### config.mk
export PLATFORM = sky130hd
export DESIGN_NAME = gpc_port
export DESIGN_NICKNAME = d
export VERILOG_FILES = /design/src/hdl/gpc_pkg.sv /design/src/hdl/gpc_sync.sv /design/src/hdl/gpc_port.sv
export VERILOG_INCLUDE_DIRS = /design/src /design/src/hdl
export SDC_FILE = /design/constraint.sdc
export NUM_CORES = 1
export LEC_CHECK = 0
export BUFFER_PORTS_ARGS = -buffer_cell sky130_fd_sc_hd__clkbuf_2
export CAP_MARGIN = 10
export CORE_MARGIN = 2
export CORE_UTILIZATION = 45
export CTS_CLUSTER_DIAMETER = 80
export DETAILED_ROUTE_END_ITERATION = 10
export SETUP_SLACK_MARGIN = 0.05
export SYNTH_ARGS = -nofsm -noshare
export SYNTH_HDL_FRONTEND = slang
export SYNTH_SLANG_ARGS = --single-unit
### constraint.sdc
create_clock -name pclk -period 2 [get_ports pclk]
set_clock_uncertainty 0.1 [all_clocks]
set_input_delay 0.3 -clock pclk [delete_from_list [all_inputs] [get_ports pclk]]
set_output_delay 0.3 -clock pclk [all_outputs]
set_load 0.05 [all_outputs]
### src/hdl/gpc_defs.svh
`ifndef GPC_DEFS_SVH
`define GPC_DEFS_SVH

// ---------------------------------------------------------------
// port geometry
// ---------------------------------------------------------------
`define GPC_WIDTH          16
`define GPC_SYNC_STAGES    2

// ---------------------------------------------------------------
// register group base offsets (each group: base, clr, set, inv)
// ---------------------------------------------------------------
`define GPC_OFF_ANALOG     8'h00
`define GPC_OFF_DIR        8'h10
`define GPC_OFF_LEVEL      8'h20
`define GPC_OFF_LATCH      8'h30
`define GPC_OFF_ODC        8'h40
`define GPC_OFF_PU         8'h50
`define GPC_OFF_PD         8'h60
`define GPC_OFF_CNCTL      8'h70
`define GPC_OFF_EN0        8'h80
`define GPC_OFF_EN1        8'h90
`define GPC_OFF_STAT       8'hA0
`define GPC_OFF_FLAG       8'hB0
`define GPC_OFF_LIMIT      8'hC0

// ---------------------------------------------------------------
// change notice control fields
// ---------------------------------------------------------------
`define GPC_CN_ON_BIT      15
`define GPC_CN_STYLE_BIT   11

// ---------------------------------------------------------------
// reset values
// ---------------------------------------------------------------
`define GPC_RST_ANALOG     16'hFFFF
`define GPC_RST_DIR        16'hFFFF
`define GPC_RST_ZERO       16'h0000

`endif

### src/hdl/gpc_pkg.sv
`include "gpc_defs.svh"

package gpc_pkg;

    // ---------------------------------------------------------------
    // alias operation selected by address bits 3:2
    // ---------------------------------------------------------------
    typedef enum logic [1:0] {
        GPC_OP_BASE,
        GPC_OP_CLR,
        GPC_OP_SET,
        GPC_OP_INV
    } gpc_op_e;

    // ---------------------------------------------------------------
    // decoded bus access
    // ---------------------------------------------------------------
    typedef struct packed {
        logic [7:0] grp;
        gpc_op_e    op;
        logic       hit;
    } gpc_acc_s;

endpackage : gpc_pkg

### src/hdl/gpc_sync.sv
module gpc_sync
    import gpc_pkg::*;
#(
    parameter int WIDTH  = 16,
    parameter int STAGES = 2
) (
    input  wire logic             pclk,
    input  wire logic             presetn,
    input  wire logic [WIDTH-1:0] d_in,
    output logic      [WIDTH-1:0] q_out
);

    logic [WIDTH-1:0] stage_r [STAGES];

    // ---------------------------------------------------------------
    // flop chain; stage 0 feeds only stage 1
    // ---------------------------------------------------------------
    always_ff @(posedge pclk or negedge presetn) begin
        if (!presetn) begin
            stage_r[0] <= '0;
        end else begin
            stage_r[0] <= d_in;
        end
    end

    genvar g;
    generate
        for (g = 1; g < STAGES; g++) begin : g_stage
            always_ff @(posedge pclk or negedge presetn) begin
                if (!presetn) begin
                    stage_r[g] <= '0;
                end else begin
                    stage_r[g] <= stage_r[g-1];
                end
            end
        end
    endgenerate

    assign q_out = stage_r[STAGES-1];

endmodule // gpc_sync

### src/hdl/gpc_port.sv
// Notes on behaviour
// - alias writes clear, set or toggle one-bits only
// - alias addresses read back as zero
// - direction one is input, zero drives latch
// - direction bits reset to all ones
// - level read gives pins, level write hits latch
// - pin levels appear three clocks after change
// - open-drain pins only pull low or float
// - analog input pins read as zero
// - analog select resets to all ones
// - analog output pins still drive digital level
// - change notice works only when on bit set
// - style clear: primary enable flags mismatches
// - style set: enables pick rising/falling/both edges
// - change detection never gated by sleep state
// - status marks change since last level read
// - flags hold until software clears them
// - interrupt only from pins set as input
// - separate weak pull-up and pull-down enables
`include "gpc_defs.svh"

module gpc_port
    import gpc_pkg::*;
#(
    parameter int WIDTH = `GPC_WIDTH
) (
    input  wire logic             pclk,
    input  wire logic             presetn,
    input  wire logic             psel,
    input  wire logic             penable,
    input  wire logic             pwrite,
    input  wire logic [7:0]       paddr,
    input  wire logic [31:0]      pwdata,
    output logic      [31:0]      prdata,
    output logic                  pready,
    output logic                  pslverr,
    input  wire logic [WIDTH-1:0] pad_in,
    output logic      [WIDTH-1:0] pad_out,
    output logic      [WIDTH-1:0] pad_oe,
    output logic      [WIDTH-1:0] pull_up_enable,
    output logic      [WIDTH-1:0] pull_down_enable,
    output logic      [WIDTH-1:0] analog_select,
    output logic                  input_change_notice_irq
);

    // ---------------------------------------------------------------
    // helpers
    // ---------------------------------------------------------------
    function automatic gpc_acc_s decode(input logic [7:0] addr);
        gpc_acc_s a;
        a.grp = {addr[7:4], 4'h0};
        a.op  = gpc_op_e'(addr[3:2]);
        a.hit = (addr < `GPC_OFF_LIMIT);
        return a;
    endfunction

    // outside a base write, only the one-bits of the written value touch the register
    function automatic logic [WIDTH-1:0] apply_op(input logic [WIDTH-1:0] cur,
                                                  input logic [WIDTH-1:0] val,
                                                  input gpc_op_e          op);
        logic [WIDTH-1:0] r;
        r = cur;
        unique case (op)
            GPC_OP_BASE: r = val;
            GPC_OP_CLR:  r = cur & ~val;
            GPC_OP_SET:  r = cur | val;
            GPC_OP_INV:  r = cur ^ val;
        endcase
        return r;
    endfunction

    // ---------------------------------------------------------------
    // register state
    // ---------------------------------------------------------------
    logic [WIDTH-1:0] analog_r;
    logic [WIDTH-1:0] dir_r;
    logic [WIDTH-1:0] latch_r;
    logic [WIDTH-1:0] odc_r;
    logic [WIDTH-1:0] pu_r;
    logic [WIDTH-1:0] pd_r;
    logic             cn_on_r;
    logic             cn_style_r;
    logic [WIDTH-1:0] en0_r;
    logic [WIDTH-1:0] en1_r;
    logic [WIDTH-1:0] stat_r;
    logic [WIDTH-1:0] flag_r;
    logic [WIDTH-1:0] level_r;
    logic [WIDTH-1:0] prev_r;
    logic [WIDTH-1:0] last_read_r;
    logic [31:0]      prdata_r;
    logic             irq_r;

    logic [WIDTH-1:0] pad_sync;
    logic [WIDTH-1:0] level_view;
    logic [WIDTH-1:0] wval;
    logic [WIDTH-1:0] cn_word;
    logic [WIDTH-1:0] cn_wr_nxt;
    logic [WIDTH-1:0] rise;
    logic [WIDTH-1:0] fall;
    logic [WIDTH-1:0] event_set;
    logic [WIDTH-1:0] stat_set;
    logic [WIDTH-1:0] stat_nxt;
    logic [WIDTH-1:0] flag_nxt;
    gpc_acc_s         acc;
    logic             setup;
    logic             access;
    logic             wr;
    logic             level_rd;

    // ---------------------------------------------------------------
    // apb slave
    // ---------------------------------------------------------------
    assign acc      = decode(paddr);
    assign setup    = psel & ~penable;
    assign access   = psel & penable;
    assign wr       = access & pwrite & acc.hit;
    assign wval     = pwdata[WIDTH-1:0];
    assign pready   = 1'b1;
    assign pslverr  = access & ~acc.hit;
    assign prdata   = prdata_r;
    assign level_rd = access & ~pwrite & acc.hit & (acc.grp == `GPC_OFF_LEVEL) &
                      (acc.op == GPC_OP_BASE);

    function automatic logic wr_grp(input gpc_acc_s a, input logic [7:0] grp);
        return a.grp == grp;
    endfunction

    assign cn_word = ({{(WIDTH-1){1'b0}}, cn_on_r} << `GPC_CN_ON_BIT) |
                     ({{(WIDTH-1){1'b0}}, cn_style_r} << `GPC_CN_STYLE_BIT);
    assign cn_wr_nxt = apply_op(cn_word, wval, acc.op);

    // read data captured in the setup phase, so it comes from a flop
    always_ff @(posedge pclk or negedge presetn) begin
        if (!presetn) begin
            prdata_r <= '0;
        end else if (setup && !pwrite) begin
            prdata_r <= '0;
            if (acc.hit && acc.op == GPC_OP_BASE) begin
                unique case (acc.grp)
                    `GPC_OFF_ANALOG: prdata_r[WIDTH-1:0] <= analog_r;
                    `GPC_OFF_DIR:    prdata_r[WIDTH-1:0] <= dir_r;
                    `GPC_OFF_LEVEL:  prdata_r[WIDTH-1:0] <= level_view;
                    `GPC_OFF_LATCH:  prdata_r[WIDTH-1:0] <= latch_r;
                    `GPC_OFF_ODC:    prdata_r[WIDTH-1:0] <= odc_r;
                    `GPC_OFF_PU:     prdata_r[WIDTH-1:0] <= pu_r;
                    `GPC_OFF_PD:     prdata_r[WIDTH-1:0] <= pd_r;
                    `GPC_OFF_CNCTL:  prdata_r[WIDTH-1:0] <= cn_word;
                    `GPC_OFF_EN0:    prdata_r[WIDTH-1:0] <= en0_r;
                    `GPC_OFF_EN1:    prdata_r[WIDTH-1:0] <= en1_r;
                    `GPC_OFF_STAT:   prdata_r[WIDTH-1:0] <= stat_r;
                    `GPC_OFF_FLAG:   prdata_r[WIDTH-1:0] <= flag_r;
                    default:         prdata_r            <= '0;
                endcase
            end
        end
    end

    // ---------------------------------------------------------------
    // configuration registers
    // ---------------------------------------------------------------
    always_ff @(posedge pclk or negedge presetn) begin
        if (!presetn) begin
            analog_r <= `GPC_RST_ANALOG;
        end else if (wr && wr_grp(acc, `GPC_OFF_ANALOG)) begin
            analog_r <= apply_op(analog_r, wval, acc.op);
        end
    end

    always_ff @(posedge pclk or negedge presetn) begin
        if (!presetn) begin
            dir_r <= `GPC_RST_DIR;
        end else if (wr && wr_grp(acc, `GPC_OFF_DIR)) begin
            dir_r <= apply_op(dir_r, wval, acc.op);
        end
    end

    // writes to the level group land in the latch, never on the pins
    always_ff @(posedge pclk or negedge presetn) begin
        if (!presetn) begin
            latch_r <= `GPC_RST_ZERO;
        end else if (wr && (wr_grp(acc, `GPC_OFF_LATCH) || wr_grp(acc, `GPC_OFF_LEVEL))) begin
            latch_r <= apply_op(latch_r, wval, acc.op);
        end
    end

    always_ff @(posedge pclk or negedge presetn) begin
        if (!presetn) begin
            odc_r <= `GPC_RST_ZERO;
        end else if (wr && wr_grp(acc, `GPC_OFF_ODC)) begin
            odc_r <= apply_op(odc_r, wval, acc.op);
        end
    end

    always_ff @(posedge pclk or negedge presetn) begin
        if (!presetn) begin
            pu_r <= `GPC_RST_ZERO;
        end else if (wr && wr_grp(acc, `GPC_OFF_PU)) begin
            pu_r <= apply_op(pu_r, wval, acc.op);
        end
    end

    always_ff @(posedge pclk or negedge presetn) begin
        if (!presetn) begin
            pd_r <= `GPC_RST_ZERO;
        end else if (wr && wr_grp(acc, `GPC_OFF_PD)) begin
            pd_r <= apply_op(pd_r, wval, acc.op);
        end
    end

    // only the on and style bits are implemented; the rest read zero
    always_ff @(posedge pclk or negedge presetn) begin
        if (!presetn) begin
            cn_on_r    <= 1'b0;
            cn_style_r <= 1'b0;
        end else if (wr && wr_grp(acc, `GPC_OFF_CNCTL)) begin
            cn_on_r    <= cn_wr_nxt[`GPC_CN_ON_BIT];
            cn_style_r <= cn_wr_nxt[`GPC_CN_STYLE_BIT];
        end
    end

    always_ff @(posedge pclk or negedge presetn) begin
        if (!presetn) begin
            en0_r <= `GPC_RST_ZERO;
        end else if (wr && wr_grp(acc, `GPC_OFF_EN0)) begin
            en0_r <= apply_op(en0_r, wval, acc.op);
        end
    end

    always_ff @(posedge pclk or negedge presetn) begin
        if (!presetn) begin
            en1_r <= `GPC_RST_ZERO;
        end else if (wr && wr_grp(acc, `GPC_OFF_EN1)) begin
            en1_r <= apply_op(en1_r, wval, acc.op);
        end
    end

    // ---------------------------------------------------------------
    // pin sampling: two sync stages plus the level register
    // ---------------------------------------------------------------
    gpc_sync #(
        .WIDTH  (WIDTH),
        .STAGES (`GPC_SYNC_STAGES)
    ) u_sync (
        .pclk    (pclk),
        .presetn (presetn),
        .d_in    (pad_in),
        .q_out   (pad_sync)
    );

    always_ff @(posedge pclk or negedge presetn) begin
        if (!presetn) begin
            level_r <= '0;
            prev_r  <= '0;
        end else begin
            level_r <= pad_sync;
            prev_r  <= level_r;
        end
    end

    // analog inputs hide their voltage from the digital read path
    assign level_view = level_r & ~(analog_r & dir_r);

    always_ff @(posedge pclk or negedge presetn) begin
        if (!presetn) begin
            last_read_r <= '0;
        end else if (setup && !pwrite && acc.hit && acc.op == GPC_OP_BASE &&
                     acc.grp == `GPC_OFF_LEVEL) begin
            // same edge that loads prdata_r; the copy takes level_r, so it matches what was read except on analog input pins
            last_read_r <= level_r;
        end
    end

    // ---------------------------------------------------------------
    // change notification
    // ---------------------------------------------------------------
    // detection runs from the sampled pins alone, with no sleep gate,
    // so a clock kept alive in sleep keeps events coming
    assign rise = level_r & ~prev_r;
    assign fall = ~level_r & prev_r;

    always_comb begin
        event_set = '0;
        if (cn_on_r) begin
            if (cn_style_r) begin
                event_set = (en0_r & rise) | (en1_r & fall);
            end else begin
                event_set = en0_r & (level_r ^ last_read_r);
            end
        end
    end

    assign stat_set = cn_on_r ? (level_r ^ prev_r) : '0;

    // set beats clear, so an edge in the clearing cycle survives
    always_comb begin
        stat_nxt = stat_r;
        if (level_rd) begin
            stat_nxt = '0;
        end
        if (wr && wr_grp(acc, `GPC_OFF_STAT)) begin
            stat_nxt = apply_op(stat_r, wval, acc.op);
        end
        stat_nxt = stat_nxt | stat_set;
    end

    always_comb begin
        flag_nxt = flag_r;
        if (wr && wr_grp(acc, `GPC_OFF_FLAG)) begin
            flag_nxt = apply_op(flag_r, wval, acc.op);
        end
        flag_nxt = flag_nxt | event_set;
    end

    always_ff @(posedge pclk or negedge presetn) begin
        if (!presetn) begin
            stat_r <= `GPC_RST_ZERO;
        end else begin
            stat_r <= stat_nxt;
        end
    end

    always_ff @(posedge pclk or negedge presetn) begin
        if (!presetn) begin
            flag_r <= `GPC_RST_ZERO;
        end else begin
            flag_r <= flag_nxt;
        end
    end

    // output pins never raise the request even if a flag is set
    always_ff @(posedge pclk or negedge presetn) begin
        if (!presetn) begin
            irq_r <= 1'b0;
        end else begin
            irq_r <= cn_on_r & (|(flag_r & dir_r));
        end
    end

    assign input_change_notice_irq = irq_r;

    // ---------------------------------------------------------------
    // pad drive
    // ---------------------------------------------------------------
    // analog select is deliberately left out of the enable so an
    // analog peripheral can still see the driven level
    assign pad_out = latch_r & ~odc_r;
    assign pad_oe  = ~dir_r & ~(odc_r & latch_r);

    assign pull_up_enable   = pu_r;
    assign pull_down_enable = pd_r;
    assign analog_select    = analog_r;

endmodule // gpc_port

-- After elaboration in Yosys (flattened, before gate mapping)
Index checks and enable logic that the tools add are counted.
- input port bits: 61
- bits in registers: 275
- output and inout port bits: 115
- bitwise gates (word level): 70
- reduce and logical (&&, ||, !) cells: 21
- eq/ne operators: 14
- multiplexer cells: 19
- magnitude comparators: 1
- operators with widths (cell ; number):
    $pmux 16 s4 ; 11
    $and 16x16->16 ; 22
    $or 16x16->16 ; 14
    $xor 16x16->16 ; 13
    $pmux 16 s12 ; 1
    $mux 16 ; 7
    $not 16->16 ; 7
    $eq 4x3->1 const B ; 4
    $eq 4x4->1 const B ; 4
    $logic_and 1x1->1 ; 16
    $or 16x12->16 ; 1
    $reduce_or 16->1 ; 1
    $and 1x1->1 ; 10
    $eq 4x2->1 const B ; 2
    $logic_not 8->1 ; 1
    $lt 8x8->1 const B ; 1
    $eq 2x2->1 const B ; 2
    $eq 4x1->1 const B ; 1
    $not 1->1 ; 3
    $eq 2x1->1 const B ; 1
    $logic_not 2->1 ; 1
    $logic_not 1->1 ; 1
    $logic_or 1x1->1 ; 1

-- Depth between registers and ports, before layout
- depth in word-level cells: 8
- depth in mapped cells: 8

-- By module
A second synthesis with hierarchy kept.
- cell total of the unflattened synthesis: 2446
- area, all modules: 20663.6 sq um
- modules (own cells, without submodules) (module ; area an instance (sq um) ; cells each ; instances):
    gpc_port ; 19742.7 ; 2398 ; 1
    gpc_sync ; 920.9 ; 48 ; 1

-- Least setup slack after synthesis
Ideal clock, no wire load.
- kind: input port to output port
- from: in paddr[6]
- to: out pslverr
- data arrival time: 1672 ps
- stages on the path: 5
- slack: -72 ps
- buffers on the path: 3
- cell sequence: buf_2 > buf_2 > buf_1 > nand2_1 > nor2_1
- cells in the longest elaborated chain, start to end: 3
- RTL lines (element ; RTL line ; text):
    start: declaration ; gpc_port.sv:32 ; input wire logic [7:0] paddr,
    $lt 8x8->1 (no source line) ; - ;
    $not 1->1 ; gpc_port.sv:119 ; assign pslverr = access & ~acc.hit;
    $and 1x1->1 ; gpc_port.sv:119 ;
    end: declaration ; gpc_port.sv:36 ; output logic pslverr,
No other way between the ends.

-- Worst setup path in the final report
- from: reg odc_r[3]
- to: out pad_oe[3]
- cells in the longest elaborated chain, start to end: 3
- RTL lines (element ; RTL line ; text):
    start: declaration ; gpc_port.sv:78 ; logic [WIDTH-1:0] odc_r;
    start signal: assignment ; gpc_port.sv:188 ; odc_r <= `GPC_RST_ZERO;
    start signal: assignment ; gpc_port.sv:190 ; odc_r <= apply_op(odc_r, wval, acc.op);
    $and 16x16->16 ; gpc_port.sv:347 ; assign pad_oe = ~dir_r & ~(odc_r & latch_r);
    $not 16->16 ; gpc_port.sv:347 ;
    $and 16x16->16 ; gpc_port.sv:347 ;
    end: declaration ; gpc_port.sv:39 ; output logic [WIDTH-1:0] pad_oe,
No other way between the ends.

==> impl_metrics.toml <==
[grt]
grtUsageTotal = 0.330
grt.overflow.total = 0
grt_pass1_wl_um = 118000
grt_max_degree = 133
grt_pass1_vias = 17900
antenna_found_initial = 1

[clock_tree]
htreeDepth = 2
cts_root_buffer = "clkbuf_16"
cts_tree = "built"
clkLatencyLatePin_ns = 0.56
clock-sinks = 259
cts_buffers = 35
path_clk_slew_ns = 0.06
cts_buffer_depth = 3

[finish]
stdcell_area_um2 = 25100
nFillCells = 4142
area_growth_syn_to_layout_pct = 20.0
drive_above_1_share = 0.210
fin_nets = 2978
multiInputGateArea_um2 = 12900
seq_area_um2 = 6540

[floorplanning]
io_pins = 176
start_util = 0.453
coreArea_um2 = 46300
die_x_um = 220
dieArea_um2 = 48300
rows = 79
dieHeight_um = 220

[routing]
vias_per_cell = 5.97
drtAntennaViolNets = 0
wl_met1_um = 35200
wl_um = 79700
drt_iter0_drc = 1900
wl_met3_um = 5420
drcViolationCount = 0
routed.top_layer = "met4"
wl_met2_um = 36100
routedWlPerCell_um = 25.0
via_count = 19100
drt_first_pass_iters = 6

[status]
status = "completed"

[setup_path]
slowest_stage = "dfrtp_2"
cp.arrival_ns = 1.56
path_cells = "a21oi_4 > clkbuf_4"
worstSetupStartpointType = "register"
end_kind = "output port"
worstSetupPathType = "reg2out"
crit_path_max_incr_delay_ns = 0.50
critPathMaxFanout = 6
cp_data_required_time_ns = 1.60
r2r_slack_ns = 0.16

[run]
drv_cap = 0

[power]
power.density_nw_per_um2 = 781
seqPwrFrac = 0.364
switchingPower_w = 0.00758
finalPower_w = 0.0196
pwr-share-comb = 0.301
p_sw_frac = 0.387
leakage_nw = 12.4
clkPwrFrac = 0.335
p_int_w = 0.0120
worst_ir_drop_vdd_uv = 693

[synthesis]
ys_async_sr_fraction = 1.00
yosysWarnings = 0
ys.flop_type = "dfrtp_1"
synth_edf_count = 0
synth_cell_types = 73
yosysTopAreaCell = "dfrtp_1"
netlist_instances = 2337
synth_seq_cells = 259
syn_area_um2 = 20900
yosysSeqAreaShare = 0.311
synthTopCellsByArea = "dfrtp_1 27%, ha_1 21%, a211oi_1 7.6%"
avgSynthCellArea_um2 = 8.96
synth_top_area_frac = 0.271

[placed_design]
globalplace.congestion = 0.975
dp_hpwl_um = 58400
placed_area_um2 = 23500
port_buffers = 140

[timing]
maxSlewViolCount = 0
period_needed_ns = 1.96
worstMarginPinSlew_ns = 1.09
slew_headroom = 0.273
whs_ns = 0.136
final-setup-viol-count = 0
fin_crit_sh = 0.981
max_freq_ghz = 0.510
rsz0062_at_grt = "yes"
final_hold_viol_count = 0

[hold_path]
hold_path.class = "in2async"
==> Yosys cell counts (16+ instances only) <==
| library cell | instances |
|---|---|
| dfrtp_1 | 227 |
| buf_2 | 45 |
| nor3_1 | 42 |
| and3_1 | 16 |
| inv_1 | 212 |
| o211ai_1 | 18 |
| buf_4 | 19 |
| a211oi_1 | 213 |
| nand2_1 | 88 |
| o21ai_0 | 64 |
| a21oi_1 | 281 |
| nor2b_1 | 60 |
| mux2i_1 | 20 |
| a221o_1 | 21 |
| clkbuf_1 | 106 |
| buf_1 | 21 |
| dfstp_2 | 32 |
| nor2_1 | 182 |
| a22oi_1 | 17 |
| ha_1 | 356 |
| mux2_2 | 68 |
| a21o_1 | 64 |
==> power by group through the flow <==
stage          registers, W  logic, W  clock network, W
2_1_floorplan       0.00716   0.00330                 0
3_3_place_gp        0.00716   0.00545                 0
3_5_place_dp        0.00720   0.00564                 0
4_1_cts             0.00711   0.00583           0.00668
5_1_grt             0.00718   0.00649           0.00690
6_report            0.00713   0.00591           0.00657
==> cell usage in the layout, fill, tap and decap left out, types with 18 or more instances in the layout <==
cell,count
a21o_1,64
inv_1,212
buf_12,33
a211oi_1,213
o21ai_0,64
dfstp_2,32
nor2b_1,60
buf_4,177
mux2_2,68
a21oi_1,275
clkbuf_16,37
clkbuf_2,103
clkbuf_4,20
nor3_1,42
nand2_1,88
nor2_1,179
mux2i_1,20
ha_1,356
o211ai_1,18
dfrtp_1,210
a221o_1,21
==> what timing repair did <==
action / in CTS / in global routing
hold buffers: 17 / 0
gates resized for setup: 54 / 17
setup endpoints to repair: 31 / 18
endpoints found under the hold margin: 250 / 0
buffers inserted: 4 / 5
gates cloned: 0 / 0
pin swaps: 0 / 0
==> through the flow <==
stage	worst slack [ns]	utilization	instances	setup TNS [ns]
3_5_place_dp	-0.331	0.509	3105	-7.00
5_1_grt	0.00185	0.543	3193	0
3_3_place_gp	-0.345	0.509	3105	-6.55
4_1_cts	0.0102	0.542	3188	0
2_1_floorplan	0.0904	-	2352	0
6_report	0.0386	0.543	3194	0
==> routing by layer <==
metal | up-vias | GRT usage
met5 | - | 0
met4 | 0 | 0.125
met3 | 142 | 0.0429
met2 | 744 | 0.523
met1 | 9430 | 0.460
li1 | 8737 | -
==> worst max-delay path: cells and delay by family (launching register included) <==
| family | cells | cell delay [ns] |
|---|---|---|
| flip-flops | 1 | 0.50 |
| AO/OA/AOI/OAI | 1 | 0.22 |
| buffers and inverters | 1 | 0.27 |
==> cells by family (layout without fill, tap and decap cells) <==
family | after synthesis | in the layout | synth area share
AO/OA/AOI/OAI | 764 | 764 | 0.239
AND/OR/NAND/NOR | 445 | 445 | 0.103
buffers and inverters | 404 | 638 | 0.0785
adder cells (fa/ha/maj) | 356 | 356 | 0.213
flip-flops | 259 | 259 | 0.311
multiplexers | 91 | 91 | 0.0488
XOR/XNOR | 16 | 16 | 0.00669
other | 2 | 18 | 0.000359
==> layout make-up <==
| type | count | share of cell area |
|---|---|---|
| multi-input cells | 1689 | 0.513 |
| flip-flops and latches | 259 | 0.260 |
| repair buffers | 363 | 0.118 |
| clock buffers | 49 | 0.0406 |
| inverters | 213 | 0.0318 |
| well taps | 607 | 0.0302 |
| clock inverters | 13 | 0.00608 |
| diodes | 1 | 0.0000996 |
==> path summary, 6_finish.rpt <==
kind	from	end	depth (start not counted)
min reg2reg	u_sync.stage_r[27]	u_sync.q_out[11]	0
max in group asynchronous	presetn	dir_r[2]	3
max reg2reg	odc_r[7]	prdata[7]	4
min	presetn	odc_r[7]	2
min in group pclk	pwdata[14]	stat_r[14]	4
max	odc_r[3]	pad_oe[3]	2
Note: power is estimated with default switching activity, not from simulation.
